<file path="src/sdpi_pkg.sv">
package sdpi_pkg;

  // Clock rate of the returned memory clock domain and the nominal outgoing memory clock
  localparam int unsigned CLK_MHZ      = 200;
  localparam int unsigned MCLK_OUT_MHZ = 66;
  // Half period of the outgoing clock in core cycles, rounded down, never below one
  localparam int unsigned MCLK_HALF_RAW = CLK_MHZ / (2 * MCLK_OUT_MHZ);
  localparam int unsigned MCLK_HALF     = (MCLK_HALF_RAW < 1) ? 1 : MCLK_HALF_RAW;
  localparam int unsigned MCLK_CNT_W    = 4;

  // Field widths and positions of the memory pins
  localparam int unsigned DATA_W   = 64;
  localparam int unsigned LANES    = 8;
  localparam int unsigned ADDR_W   = 11;
  localparam int unsigned ROW_W    = 13;
  localparam int unsigned ROW_B11  = 11;
  localparam int unsigned ROW_B12  = 12;
  localparam int unsigned STRAP_W  = 41;

  // Memory density selection for the two shared pins
  localparam logic [1:0] DENS_16M   = 2'h0;
  localparam logic [1:0] DENS_2BANK = 2'h1;
  localparam logic [1:0] DENS_4BANK = 2'h2;

  // Values after reset
  localparam logic [LANES-1:0]   MASK_IDLE  = 8'hff;
  localparam logic [STRAP_W-1:0] STRAP_RST  = 41'h000_0000_0000;
  localparam logic [ADDR_W-1:0]  ADDR_RST   = 11'h000;

  // Access sequencer states
  typedef enum logic [4:0] {
    ST_IDLE  = 5'h01,
    ST_STALL = 5'h02,
    ST_ROW   = 5'h04,
    ST_COL   = 5'h08,
    ST_DATA  = 5'h10
  } sdpi_state_e;

endpackage

</file>
<file path="src/sdpi_buf.sv">
`timescale 1ns/1ps
// Two-entry buffer: head register drives the output, spare catches a word during a stall
module sdpi_buf #(
  parameter int unsigned WIDTH = 64
) (
  input  wire logic             clk,       // Core clock
  input  wire logic             rst,       // Synchronous reset
  input  wire logic             ce,        // Clock enable
  input  wire logic             in_valid,  // Word offered
  output logic                  in_ready,  // Space for a word
  input  wire logic [WIDTH-1:0] in_data,   // Word in
  output logic                  out_valid, // Head word valid
  input  wire logic             out_ready, // Receiver takes head
  output logic      [WIDTH-1:0] out_data   // Head word
);

  logic             spare_v;
  logic [WIDTH-1:0] spare;
  wire              push = in_valid & in_ready;
  wire              pop  = out_valid & out_ready;

  // Ready comes from the spare flag so the filling side never sees a combinational path
  always_ff @(posedge clk) begin
    if (rst) begin
      out_valid <= 1'b0;
      spare_v   <= 1'b0;
      in_ready  <= 1'b1;
      out_data  <= '0;
      spare     <= '0;
    end else if (ce) begin
      if (pop || !out_valid) begin
        out_valid <= spare_v | push;
        out_data  <= spare_v ? spare : in_data;
        spare_v   <= spare_v & push;
        in_ready  <= 1'b1;
        if (spare_v) begin
          spare <= in_data;
        end
      end else if (push) begin
        spare_v  <= 1'b1;
        spare    <= in_data;
        in_ready <= 1'b0;
      end
    end
  end

endmodule // sdpi_buf

</file>
<file path="src/sdpi_top.sv">
`timescale 1ns/1ps
module sdpi_top (
  input  wire logic                          clk,             // Returned memory clock
  input  wire logic                          rst,             // Synchronous reset
  input  wire logic                          ce,              // Clock enable
  input  wire logic                          sys_reset_in_n,  // Async system reset in
  output logic                               sys_reset_out_n, // Reset to the system
  output logic                               hard_reset,      // Hard reset start pulse
  output logic [sdpi_pkg::STRAP_W-1:0]       strap,           // Strap options
  output logic                               mem_clk_out,     // Clock to the DIMMs
  input  wire logic [1:0]                    density,         // Device density select
  input  wire logic                          req_valid,       // Access request
  output logic                               req_ready,       // Request taken when high
  input  wire logic                          req_write,       // 1 write, 0 read
  input  wire logic [1:0]                    req_chip,        // Chip select index
  input  wire logic [1:0]                    req_bank,        // Bank address
  input  wire logic [sdpi_pkg::ROW_W-1:0]    req_row,         // Row address
  input  wire logic [sdpi_pkg::ADDR_W-1:0]   req_col,         // Column address
  input  wire logic [sdpi_pkg::DATA_W-1:0]   req_wdata,       // Write data
  input  wire logic [sdpi_pkg::LANES-1:0]    req_mask,        // Lane mask, 1 masks
  output logic                               rd_valid,        // Read data valid
  input  wire logic                          rd_ready,        // Read data taken
  output logic [sdpi_pkg::DATA_W-1:0]        rd_data,         // Read data
  output logic [1:0]                         mem_cs_n,        // Chip selects 0 and 1
  output logic                               mem_cs2_a11,     // Select 2 or address 11
  output logic                               mem_cs3_a12_ba1, // Select 3, address 12 or bank 1
  output logic [sdpi_pkg::ADDR_W-1:0]        mem_addr,        // Row and column address
  output logic                               mem_ba0,         // Bank address 0
  output logic [1:0]                         mem_ras_n,       // Row strobes
  output logic [1:0]                         mem_cas_n,       // Column strobes
  output logic                               mem_write_en_n,  // Write enable
  output logic [sdpi_pkg::LANES-1:0]         mem_mask,        // Byte masks, 1 masks
  input  wire logic [sdpi_pkg::DATA_W-1:0]   mem_data_i,      // Data bus in
  output logic [sdpi_pkg::DATA_W-1:0]        mem_data_o,      // Data bus out
  output logic                               mem_data_oe      // Data bus drive enable
);

  // Reset input synchroniser; stage one is read only by stage two
  logic sync1;
  logic sync2;
  logic sync3;
  always_ff @(posedge clk) begin
    if (ce) begin
      sync1 <= sys_reset_in_n;
      sync2 <= sync1;
      sync3 <= sync2;
    end
  end

  wire reset_rise = sync2 & ~sync3;
  // Keep the sequencer idle while the system reset is held low
  wire int_rst    = rst | ~sync2;

  // Straps catch the data bus on the release edge and hold until the next one
  always_ff @(posedge clk) begin
    if (rst) begin
      strap           <= sdpi_pkg::STRAP_RST;
      hard_reset      <= 1'b0;
      sys_reset_out_n <= 1'b0;
    end else if (ce) begin
      hard_reset      <= reset_rise;
      sys_reset_out_n <= sync2;
      if (reset_rise) begin
        strap <= mem_data_i[sdpi_pkg::STRAP_W-1:0];
      end
    end
  end

  // Outgoing clock; the true part has a PLL, here a divider of the core clock stands in
  logic [sdpi_pkg::MCLK_CNT_W-1:0] mclk_cnt;
  localparam logic [sdpi_pkg::MCLK_CNT_W-1:0] MCLK_LAST =
    sdpi_pkg::MCLK_CNT_W'(sdpi_pkg::MCLK_HALF - 1);
  wire mclk_wrap = (mclk_cnt == MCLK_LAST);
  always_ff @(posedge clk) begin
    if (rst) begin
      mclk_cnt    <= '0;
      mem_clk_out <= 1'b0;
    end else if (ce) begin
      mclk_cnt <= mclk_wrap ? '0 : mclk_cnt + 1'b1;
      if (mclk_wrap) begin
        mem_clk_out <= ~mem_clk_out;
      end
    end
  end

  // Access sequencer; all logic here runs on the returned clock
  sdpi_pkg::sdpi_state_e state;
  sdpi_pkg::sdpi_state_e next_state;
  logic                            acc_write;
  logic [1:0]                      acc_chip;
  logic [1:0]                      acc_bank;
  logic [sdpi_pkg::ROW_W-1:0]      acc_row;
  logic [sdpi_pkg::ADDR_W-1:0]     acc_col;
  logic [sdpi_pkg::DATA_W-1:0]     acc_wdata;
  logic [sdpi_pkg::LANES-1:0]      acc_mask;
  logic                            buf_in_ready;

  wire take       = req_valid & req_ready;
  wire is_16m     = (density == sdpi_pkg::DENS_16M);
  wire is_4bank   = (density == sdpi_pkg::DENS_4BANK);
  wire rd_push    = (state == sdpi_pkg::ST_DATA) & ~acc_write;

  // A read waits before its row cycle until the buffer can take its word
  always_comb begin
    next_state = state;
    unique case (state)
      sdpi_pkg::ST_IDLE: begin
        if (take) begin
          next_state = (req_write || buf_in_ready) ? sdpi_pkg::ST_ROW : sdpi_pkg::ST_STALL;
        end
      end
      sdpi_pkg::ST_STALL: begin
        if (buf_in_ready) begin
          next_state = sdpi_pkg::ST_ROW;
        end
      end
      sdpi_pkg::ST_ROW:  next_state = sdpi_pkg::ST_COL;
      sdpi_pkg::ST_COL:  next_state = sdpi_pkg::ST_DATA;
      sdpi_pkg::ST_DATA: next_state = sdpi_pkg::ST_IDLE;
      default:           next_state = sdpi_pkg::ST_IDLE;
    endcase
  end

  // Chip select decode, used for the row and the column cycle alike
  function automatic logic [3:0] chip_dec(input logic [1:0] chip, input logic dens16);
    logic [3:0] sel;
    sel = 4'h0;
    sel[dens16 ? chip : {1'b0, chip[0]}] = 1'b1;
    return ~sel;
  endfunction

  // A row cycle launched at the take edge must see the new request, not the held one
  wire [1:0]                 cur_chip = take ? req_chip : acc_chip;
  wire [1:0]                 cur_bank = take ? req_bank : acc_bank;
  wire [sdpi_pkg::ROW_W-1:0] cur_row  = take ? req_row : acc_row;
  wire [3:0] cs_n_acc = chip_dec(cur_chip, is_16m);
  wire       is_row   = (next_state == sdpi_pkg::ST_ROW);
  wire       is_col   = (next_state == sdpi_pkg::ST_COL);
  wire       in_cmd   = is_row | is_col;
  // Address bit 11 and 12 only exist on the row; a column leaves them low, except pin 12 carries bank 1 in four-bank mode
  wire       pin11    = is_16m ? cs_n_acc[2] : (is_row & cur_row[sdpi_pkg::ROW_B11]);
  wire       pin12    = is_16m   ? cs_n_acc[3] :
                        is_4bank ? cur_bank[1] :
                        (is_row & cur_row[sdpi_pkg::ROW_B12]);
  wire [sdpi_pkg::ADDR_W-1:0] next_addr =
    is_row ? cur_row[sdpi_pkg::ADDR_W-1:0] : is_col ? acc_col : mem_addr;

  always_ff @(posedge clk) begin
    if (int_rst) begin
      state <= sdpi_pkg::ST_IDLE;
    end else if (ce) begin
      state <= next_state;
    end
  end

  // Request capture; held values let the pins come from flip-flops
  always_ff @(posedge clk) begin
    if (int_rst) begin
      acc_write <= 1'b0;
      acc_chip  <= 2'h0;
      acc_bank  <= 2'h0;
      acc_row   <= '0;
      acc_col   <= sdpi_pkg::ADDR_RST;
      acc_wdata <= '0;
      acc_mask  <= '0;
      req_ready <= 1'b0;
    end else if (ce) begin
      req_ready <= (next_state == sdpi_pkg::ST_IDLE) & ~take;
      if (take) begin
        acc_write <= req_write;
        acc_chip  <= req_chip;
        acc_bank  <= req_bank;
        acc_row   <= req_row;
        acc_col   <= req_col;
        acc_wdata <= req_wdata;
        acc_mask  <= req_mask;
      end
    end
  end

  // Pin drivers: chips are deselected between accesses, except select 2, which stays low in 16-Mbit mode
  always_ff @(posedge clk) begin
    if (int_rst) begin
      mem_cs_n        <= 2'h3;
      mem_cs2_a11     <= 1'b1;
      mem_cs3_a12_ba1 <= 1'b1;
      mem_addr        <= sdpi_pkg::ADDR_RST;
      mem_ba0         <= 1'b0;
      mem_ras_n       <= 2'h3;
      mem_cas_n       <= 2'h3;
      mem_write_en_n  <= 1'b1;
      mem_mask        <= sdpi_pkg::MASK_IDLE;
      mem_data_o      <= '0;
      mem_data_oe     <= 1'b0;
    end else if (ce) begin
      mem_cs_n        <= in_cmd ? cs_n_acc[1:0] : 2'h3;
      mem_cs2_a11     <= in_cmd ? pin11 : ~is_16m;
      mem_cs3_a12_ba1 <= in_cmd ? pin12 : is_16m;
      mem_addr        <= next_addr;
      mem_ba0         <= cur_bank[0];
      mem_ras_n       <= {2{~is_row}};
      mem_cas_n       <= {2{~is_col}};
      mem_write_en_n  <= ~(is_col & acc_write);
      mem_mask        <= (is_col || next_state == sdpi_pkg::ST_DATA) ?
                         acc_mask : sdpi_pkg::MASK_IDLE;
      mem_data_o      <= acc_wdata;
      mem_data_oe     <= (next_state == sdpi_pkg::ST_DATA) & acc_write;
    end
  end

  // Read data passes a two-entry buffer so a stalled receiver drops nothing
  sdpi_buf #(
    .WIDTH (sdpi_pkg::DATA_W)
  ) u_rd_buf (
    .clk       (clk),
    .rst       (int_rst),
    .ce        (ce),
    .in_valid  (rd_push),
    .in_ready  (buf_in_ready),
    .in_data   (mem_data_i),
    .out_valid (rd_valid),
    .out_ready (rd_ready),
    .out_data  (rd_data)
  );
endmodule // sdpi_top

</file>
<file path="config.mk">
export PLATFORM = sky130hd
export DESIGN_NAME = sdpi_top
export DESIGN_NICKNAME = d
export VERILOG_FILES = /design/src/sdpi_pkg.sv /design/src/sdpi_buf.sv /design/src/sdpi_top.sv
export SDC_FILE = /design/constraint.sdc
export NUM_CORES = 1
export LEC_CHECK = 0
export BUFFER_PORTS_ARGS = -buffer_cell sky130_fd_sc_hd__buf_2
export CELL_PAD_IN_SITES_DETAIL_PLACEMENT = 1
export CELL_PAD_IN_SITES_GLOBAL_PLACEMENT = 2
export CORE_MARGIN = 2
export CORE_UTILIZATION = 28
export CTS_CLUSTER_DIAMETER = 80
export DETAILED_ROUTE_END_ITERATION = 8
export PLACE_DENSITY_LB_ADDON = 0.1
export SLEW_MARGIN = 20
export SYNTH_ARGS = -nofsm -noshare
export SYNTH_HDL_FRONTEND = slang
export SYNTH_SLANG_ARGS = --single-unit
</file>
<file path="constraint.sdc">
create_clock -name clk -period 1.75 [get_ports clk]
set_input_delay 0.175 -clock clk [delete_from_list [all_inputs] [get_ports clk]]
set_output_delay 0.175 -clock clk [all_outputs]
set_load 0.03 [all_outputs]
</file>
Yosys cells after proc, flatten, opt, wreduce, memory -nomap -nowiden
Index checks and enable logic that the tools add are counted.
- shift-type cells: 0
- magnitude comparators: 2
- div/mod/pow operators: 0
- bitwise gates (word level): 24
- add/sub/neg operators: 1
- multiply operators: 0
- reduce and logical (&&, ||, !) cells: 16
- equality and inequality tests: 11
- mux-type cells: 28
- operator list (kind ; count):
    2-to-1 mux 64 bit ; 4
    2-to-1 mux 11 bit ; 2
    case mux 5 bit (4 select lines) ; 1
    2-to-1 mux 13 bit ; 1
    AND reduction 2 bit ; 6
    AND 1 bit ; 11
    == test 5 x 1 -> 1 bit, second input constant ; 2
    == test 5 x 3 -> 1 bit, second input constant ; 2
    == test 5 x 4 -> 1 bit, second input constant ; 2
    == test 5 bit, second input constant ; 2
    2-to-1 mux 1 bit ; 10
    2-to-1 mux 5 bit ; 2
    inverter 1 bit ; 9
    2-to-1 mux 2 bit ; 4
    2-to-1 mux 8 bit ; 1
    == test 5 x 2 -> 1 bit, second input constant ; 1
    adder 4 x 1 -> 4 bit, second input constant ; 1
    logical NOT 4 bit ; 1
    2-to-1 mux 4 bit ; 1
    inverter 4 bit ; 1
    nonzero test 2 bit ; 2
    logical OR 1 bit ; 3
    less-than comparator 2 x 3 -> 1 bit, second input constant ; 1
    2-to-1 mux 3 bit ; 1
    other kinds (9) ; 11
- latch bits: 0
- memories kept: 0
- RAM bits: 0
- bits in registers: 381
- output and inout port bits: 204
- word-level logic and storage cells: 115
- input bits: 173
- memory bits (read-only): 0

Longest topological paths before layout
- word-level depth: 10
- mapped depth: 8
- depth with buffers taken out: 7

Modules after synthesis
From an unflattened synthesis, not the netlist that was laid out.
- cells, all modules: 1630
- area, all modules: 15059.4 um^2
- by module, submodules not included (module ; area each (um^2) ; cells each ; seq. area each (um^2) ; instances):
    sdpi_top ; 9195.1 ; 1048 ; 5014.8 ; 1
    sdpi_buf ; 5864.4 ; 582 ; 2622.5 ; 1

Least setup slack after synthesis
Ideal clock, no wire load.
- path kind: reg-to-reg
- start point: register req_ready
- end point: register mem_cs2_a11
- library setup time: 74 ps
- cell stages (with the launch flop): 7
- slack: -97 ps
- data required time: 1676 ps
- period minus slack after synthesis: 1847 ps
- data arrival time: 1773 ps
- buffers on the path: 1
- cell sequence: dfxtp_1 and3_1 o2111ai_1 and2_1 buf_6 or4_4 o211ai_2
- word-level cells in the longest chain between the ends: 10
- elaborated cells on any way between the ends: 18
- those cells by class: order compare: 2; eq/ne: 2; mux: 9; bitwise: 4; reduce/logical: 1
- RTL lines (what ; RTL line ; source):
    start: declaration ; sdpi_top.sv:13 ; output logic req_ready,
    start signal: assignment ; sdpi_top.sv:168 ; req_ready <= (next_state == sdpi_pkg::ST_IDLE) & ~take;
    AND 1 bit * ; sdpi_top.sv:98 ; wire take = req_valid & req_ready;
    2-to-1 mux 2 bit ; -- ;
    2-to-1 mux 2 bit ; sdpi_top.sv:128 ; sel[dens16 ? chip : {1'b0, chip[0]}] = 1'b1;
    less-than comparator 2 x 3 -> 1 bit (implied by the code) / >= comparator 2 x 1 -> 1 bit (equally long branches) ; sdpi_top.sv:128 ;
    logical AND 1 bit (implied by the code) ; sdpi_top.sv:128 ;
    2-to-1 mux 1 bit ; sdpi_top.sv:128 ;
    demux 1 bit (select 2 bit) ; sdpi_top.sv:128 ;
    inverter 4 bit ; sdpi_top.sv:129 ; return ~sel;
    2-to-1 mux 1 bit ; sdpi_top.sv:141 ; wire pin11 = is_16m ? cs_n_acc[2] : (is_row & cur_row[sdpi_pkg::ROW_B11]);
    2-to-1 mux 1 bit * ; sdpi_top.sv:197 ; mem_cs2_a11 <= in_cmd ? pin11 : ~is_16m;
    end signal: assignment ; sdpi_top.sv:197 ;
    end: declaration ; sdpi_top.sv:25 ; output logic mem_cs2_a11,
Mark *: on every way between the ends. The rest lies on a longest branch, timed or not.
A chain may end at the register's enable or synchronous reset.

Final worst setup path
- start point: register state[0]
- end point: register mem_cs2_a11
- word-level cells in the longest chain between the ends: 6
- elaborated cells on any way between the ends: 13
- those cells by class: eq/ne: 6; mux: 5; bitwise: 2
- RTL lines (what ; RTL line ; source):
    start: declaration ; sdpi_top.sv:87 ; sdpi_pkg::sdpi_state_e state;
    start signal: assignment ; sdpi_top.sv:150 ; state <= sdpi_pkg::ST_IDLE;
    start signal: assignment ; sdpi_top.sv:152 ; state <= next_state;
    == test 5 x 4 -> 1 bit, or another cell as far along ; sdpi_top.sv:106 ; unique case (state)
    case mux 5 bit (4 select lines) * ; sdpi_top.sv:106 ;
    == test 5 x 3 -> 1 bit ; sdpi_top.sv:137 ; wire is_row = (next_state == sdpi_pkg::ST_ROW);
    AND 1 bit ; sdpi_top.sv:141 ;
    2-to-1 mux 1 bit ; sdpi_top.sv:141 ;
    2-to-1 mux 1 bit * ; sdpi_top.sv:197 ;
Marked as above.

==> flow_summary.ini <==
[outcome]
status = finished, violations left
violations = negative setup slack

[logic_synthesis]
syn-num-nets = 1731
synthCells = 1556
yosysSeqAreaShare_pct = 53.3
ys_types = 48
synth_edf_count = 3
synth_seq_cells = 380
ys.flop_type = dfxtp_1
syn_area_mm2 = 0.0143
synth_warnings = 0
postSynthAreaPerCell_um2 = 9.20
async_flop_share_pct = 0

[cts]
clk_pin_slew_ns = 0.06
cts-buffers-inserted = 46
htreeDepth = 2
clk-insertion-delay-late_ns = 0.57
tritoncts = yes
cts-root-buf = clkbuf_16
clock_sinks = 380
clockBufferDepth = 3

[placement]
port_buffers = 376
gp_congestion = 0.745
dpl_worst_slack_ns = -0.0253
dp.cells = 2540
hpwl_um = 31500

[floorplanning]
coreArea_mm2 = 0.0503
initial_utilization_pct = 28.5
rows = 82
die_h_um = 230
io_pins = 377
die_x_um = 230
dieArea_mm2 = 0.0530

[sta]
min_period_ns = 1.75
slew_viol_final = 0
timing.slew.headroom_pct = 52.2
max_freq_mhz = 571
worst-slew-pin-transition_ns = 0.717
grt_setup_unrepaired = true
timing.final.ws_setup_ns = -0.000376
setup_violations = 1
hold_viol_final = 0
period_share_pct = 100
finalClockSkew_ns = 0.0159

[min_path]
hp-class = in -> reg

[detailed_routing]
antenna_left = 0
drt-total-wl_um = 47800
drtIter0Drc = 417
drc = 0
vias = 12700
first_pass_iters = 4
vias_per_cell = 4.54
routedWlPerCell_um = 17.1

[setup_path]
endpoint_kind = flip-flop
max_stage_delay_ns = 0.51
cp_slowest_cell = or4_4
worst-path-buf-inv = 1
crit_fanout = 4
cp-start-kind = flip-flop
crit_type = reg -> reg
required_ns = 2.24
arrival_ns = 2.24
crit_family = simple AND/OR/NAND/NOR gates
cp_cell_sequence = buf_4 -> nor2_1 -> nand3_1 -> and2_4 -> or4_4 -> o211ai_2

[power]
powerDensity_mw_per_mm2 = 968
p_leak_nw = 8.25
total_power_mw = 19.8
ir_drop_mv = 0.573

[global_route]
grt_usage_pct = 17.6
antenna_found_initial = 1
grt_pass1_vias = 13300
grt-ovfl-total = 0
grt_first_pass_wirelength_um = 74700
grt_max_degree = 93

[final_layout]
fin_nets = 2262
layout-drive-gt1-share_pct = 25.5
area_delta_synth_final_pct = 43.1
final_cells = 2796

[job]
drv_cap = 0
layout make-up:
| type | count | area [um^2] |
|---|---|---|
| Fill cell | 5826 | 29800 |
| Sequential cell | 380 | 7640 |
| Multi-Input combinational cell | 1045 | 6170 |
| Timing Repair Buffer | 606 | 4340 |
| Clock buffer | 77 | 1420 |
| Tap cell | 672 | 841 |
| Clock inverter | 7 | 38.8 |
| Inverter | 8 | 30.0 |
| Antenna cell | 1 | 2.50 |
through the flow:
stage / hold WS, ns / instance area (um^2) / utilization (%) / setup TNS [ns]
global route: 0.0537 / 20500 / 40.8 / -1.49
finish: 0.0582 / 20500 / 40.8 / -0.000376
floorplan: 0.274 / 14300 / - / 0
global placement: 0.355 / 17300 / 34.3 / 0
detailed placement: 0.357 / 17300 / 34.3 / -0.102
CTS: 0.00237 / 20400 / 40.6 / 0
flip-flops by register name, indices dropped and copies added, names as in the netlist, 2 cells and up:
register,flops
mem_addr,11
u_rd_buf.spare,64
mem_cs_n,2
acc_bank,2
acc_row,13
acc_wdata,64
strap,41
mclk_cnt,4
mem_data_o,64
acc_col,11
state,5
mem_mask,8
acc_chip,2
acc_mask,8
u_rd_buf.out_data,64
cell usage in the layout, fill, tap and decap left out, types with 5 or more instances in the layout:
master	Yosys	routed
nor2_1	210	206
inv_1	7	7
o22ai_1	9	9
mux2i_1	207	207
dlygate4sd3_1	0	168
a21oi_1	155	153
o21ai_0	7	7
buf_2	29	375
nor2b_1	5	5
a211oi_1	64	64
clkinv_2	0	6
clkbuf_16	0	48
o2bb2ai_1	13	13
buf_4	4	38
mux2_2	15	15
nand2_1	313	313
clkbuf_1	79	17
clkbuf_8	0	13
buf_12	0	23
dfxtp_1	377	374
per-layer routing:
metal	up-vias	track usage (%)	share of wire [%]
met5	-	0	0
met4	0	5.93	2.6
met3	74	4.63	6.0
met2	271	29.8	47
met1	6025	21.5	44
li1	6318	-	-
repair_timing:
item | in CTS | in global routing
hold buffers | 168 | 0
gates cloned | 0 | 1
setup buffers | 0 | 2
resized for setup | 2 | 8
hold endpoints to repair | 274 | 0
pin swaps | 0 | 1
endpoints found under the setup margin | 53 | 77
synthesized netlist by cell type, drive strengths merged, types with 5 or more instances:
cell     number  area (um^2)
nand3         6         30.0
o22ai         9         56.3
mux2i       207         2070
a211oi       64          480
inv           7         26.3
buf          44          277
clkbuf       79          297
mux2         15          169
nand2       313         1170
nor2        210          788
nor2b         5         31.3
dfxtp       377         7550
o2bb2ai      13          114
o21ai         7         35.0
a21oi       155          776
worst register-to-register path: cells and delay by family, from the launching register on:
kind / cells / cell delay, ns
AOI/OAI and AO/OA: 1 / 0.08
DFF: 1 / 0.34
and+or+nand+nor: 4 / 1.10
buffers and inverters: 1 / 0.15
path summary, 6_finish.rpt:
kind                 start           to  slack (ns)  cells past startpoint
hold reg to reg      sync1        sync2        0.43                      0
setup reg to reg  state[0]  mem_cs2_a11     -0.0004                      6
setup / recovery  state[0]  mem_cs2_a11     -0.0004                      6
hold / removal          ce        sync2        0.06                      2
logic make-up after synthesis:
group	share of synthesized area, %
AO/OA/AOI/OAI	10.9
XOR/XNOR	0.245
adder cells (fa/ha/maj)	0.175
buffers and inverters	4.21
flip-flops	53.3
multiplexers	15.8
AND/OR/NAND/NOR	15.4
where the power goes:
part | leakage, nW | internal, mW | switching [mW]
Clock | 0.721 | 5.49 | 3.72
Combinational | 4.45 | 0.749 | 0.998
Sequential | 3.08 | 8.80 | 0.0710
(Power assumes the default switching activity.)
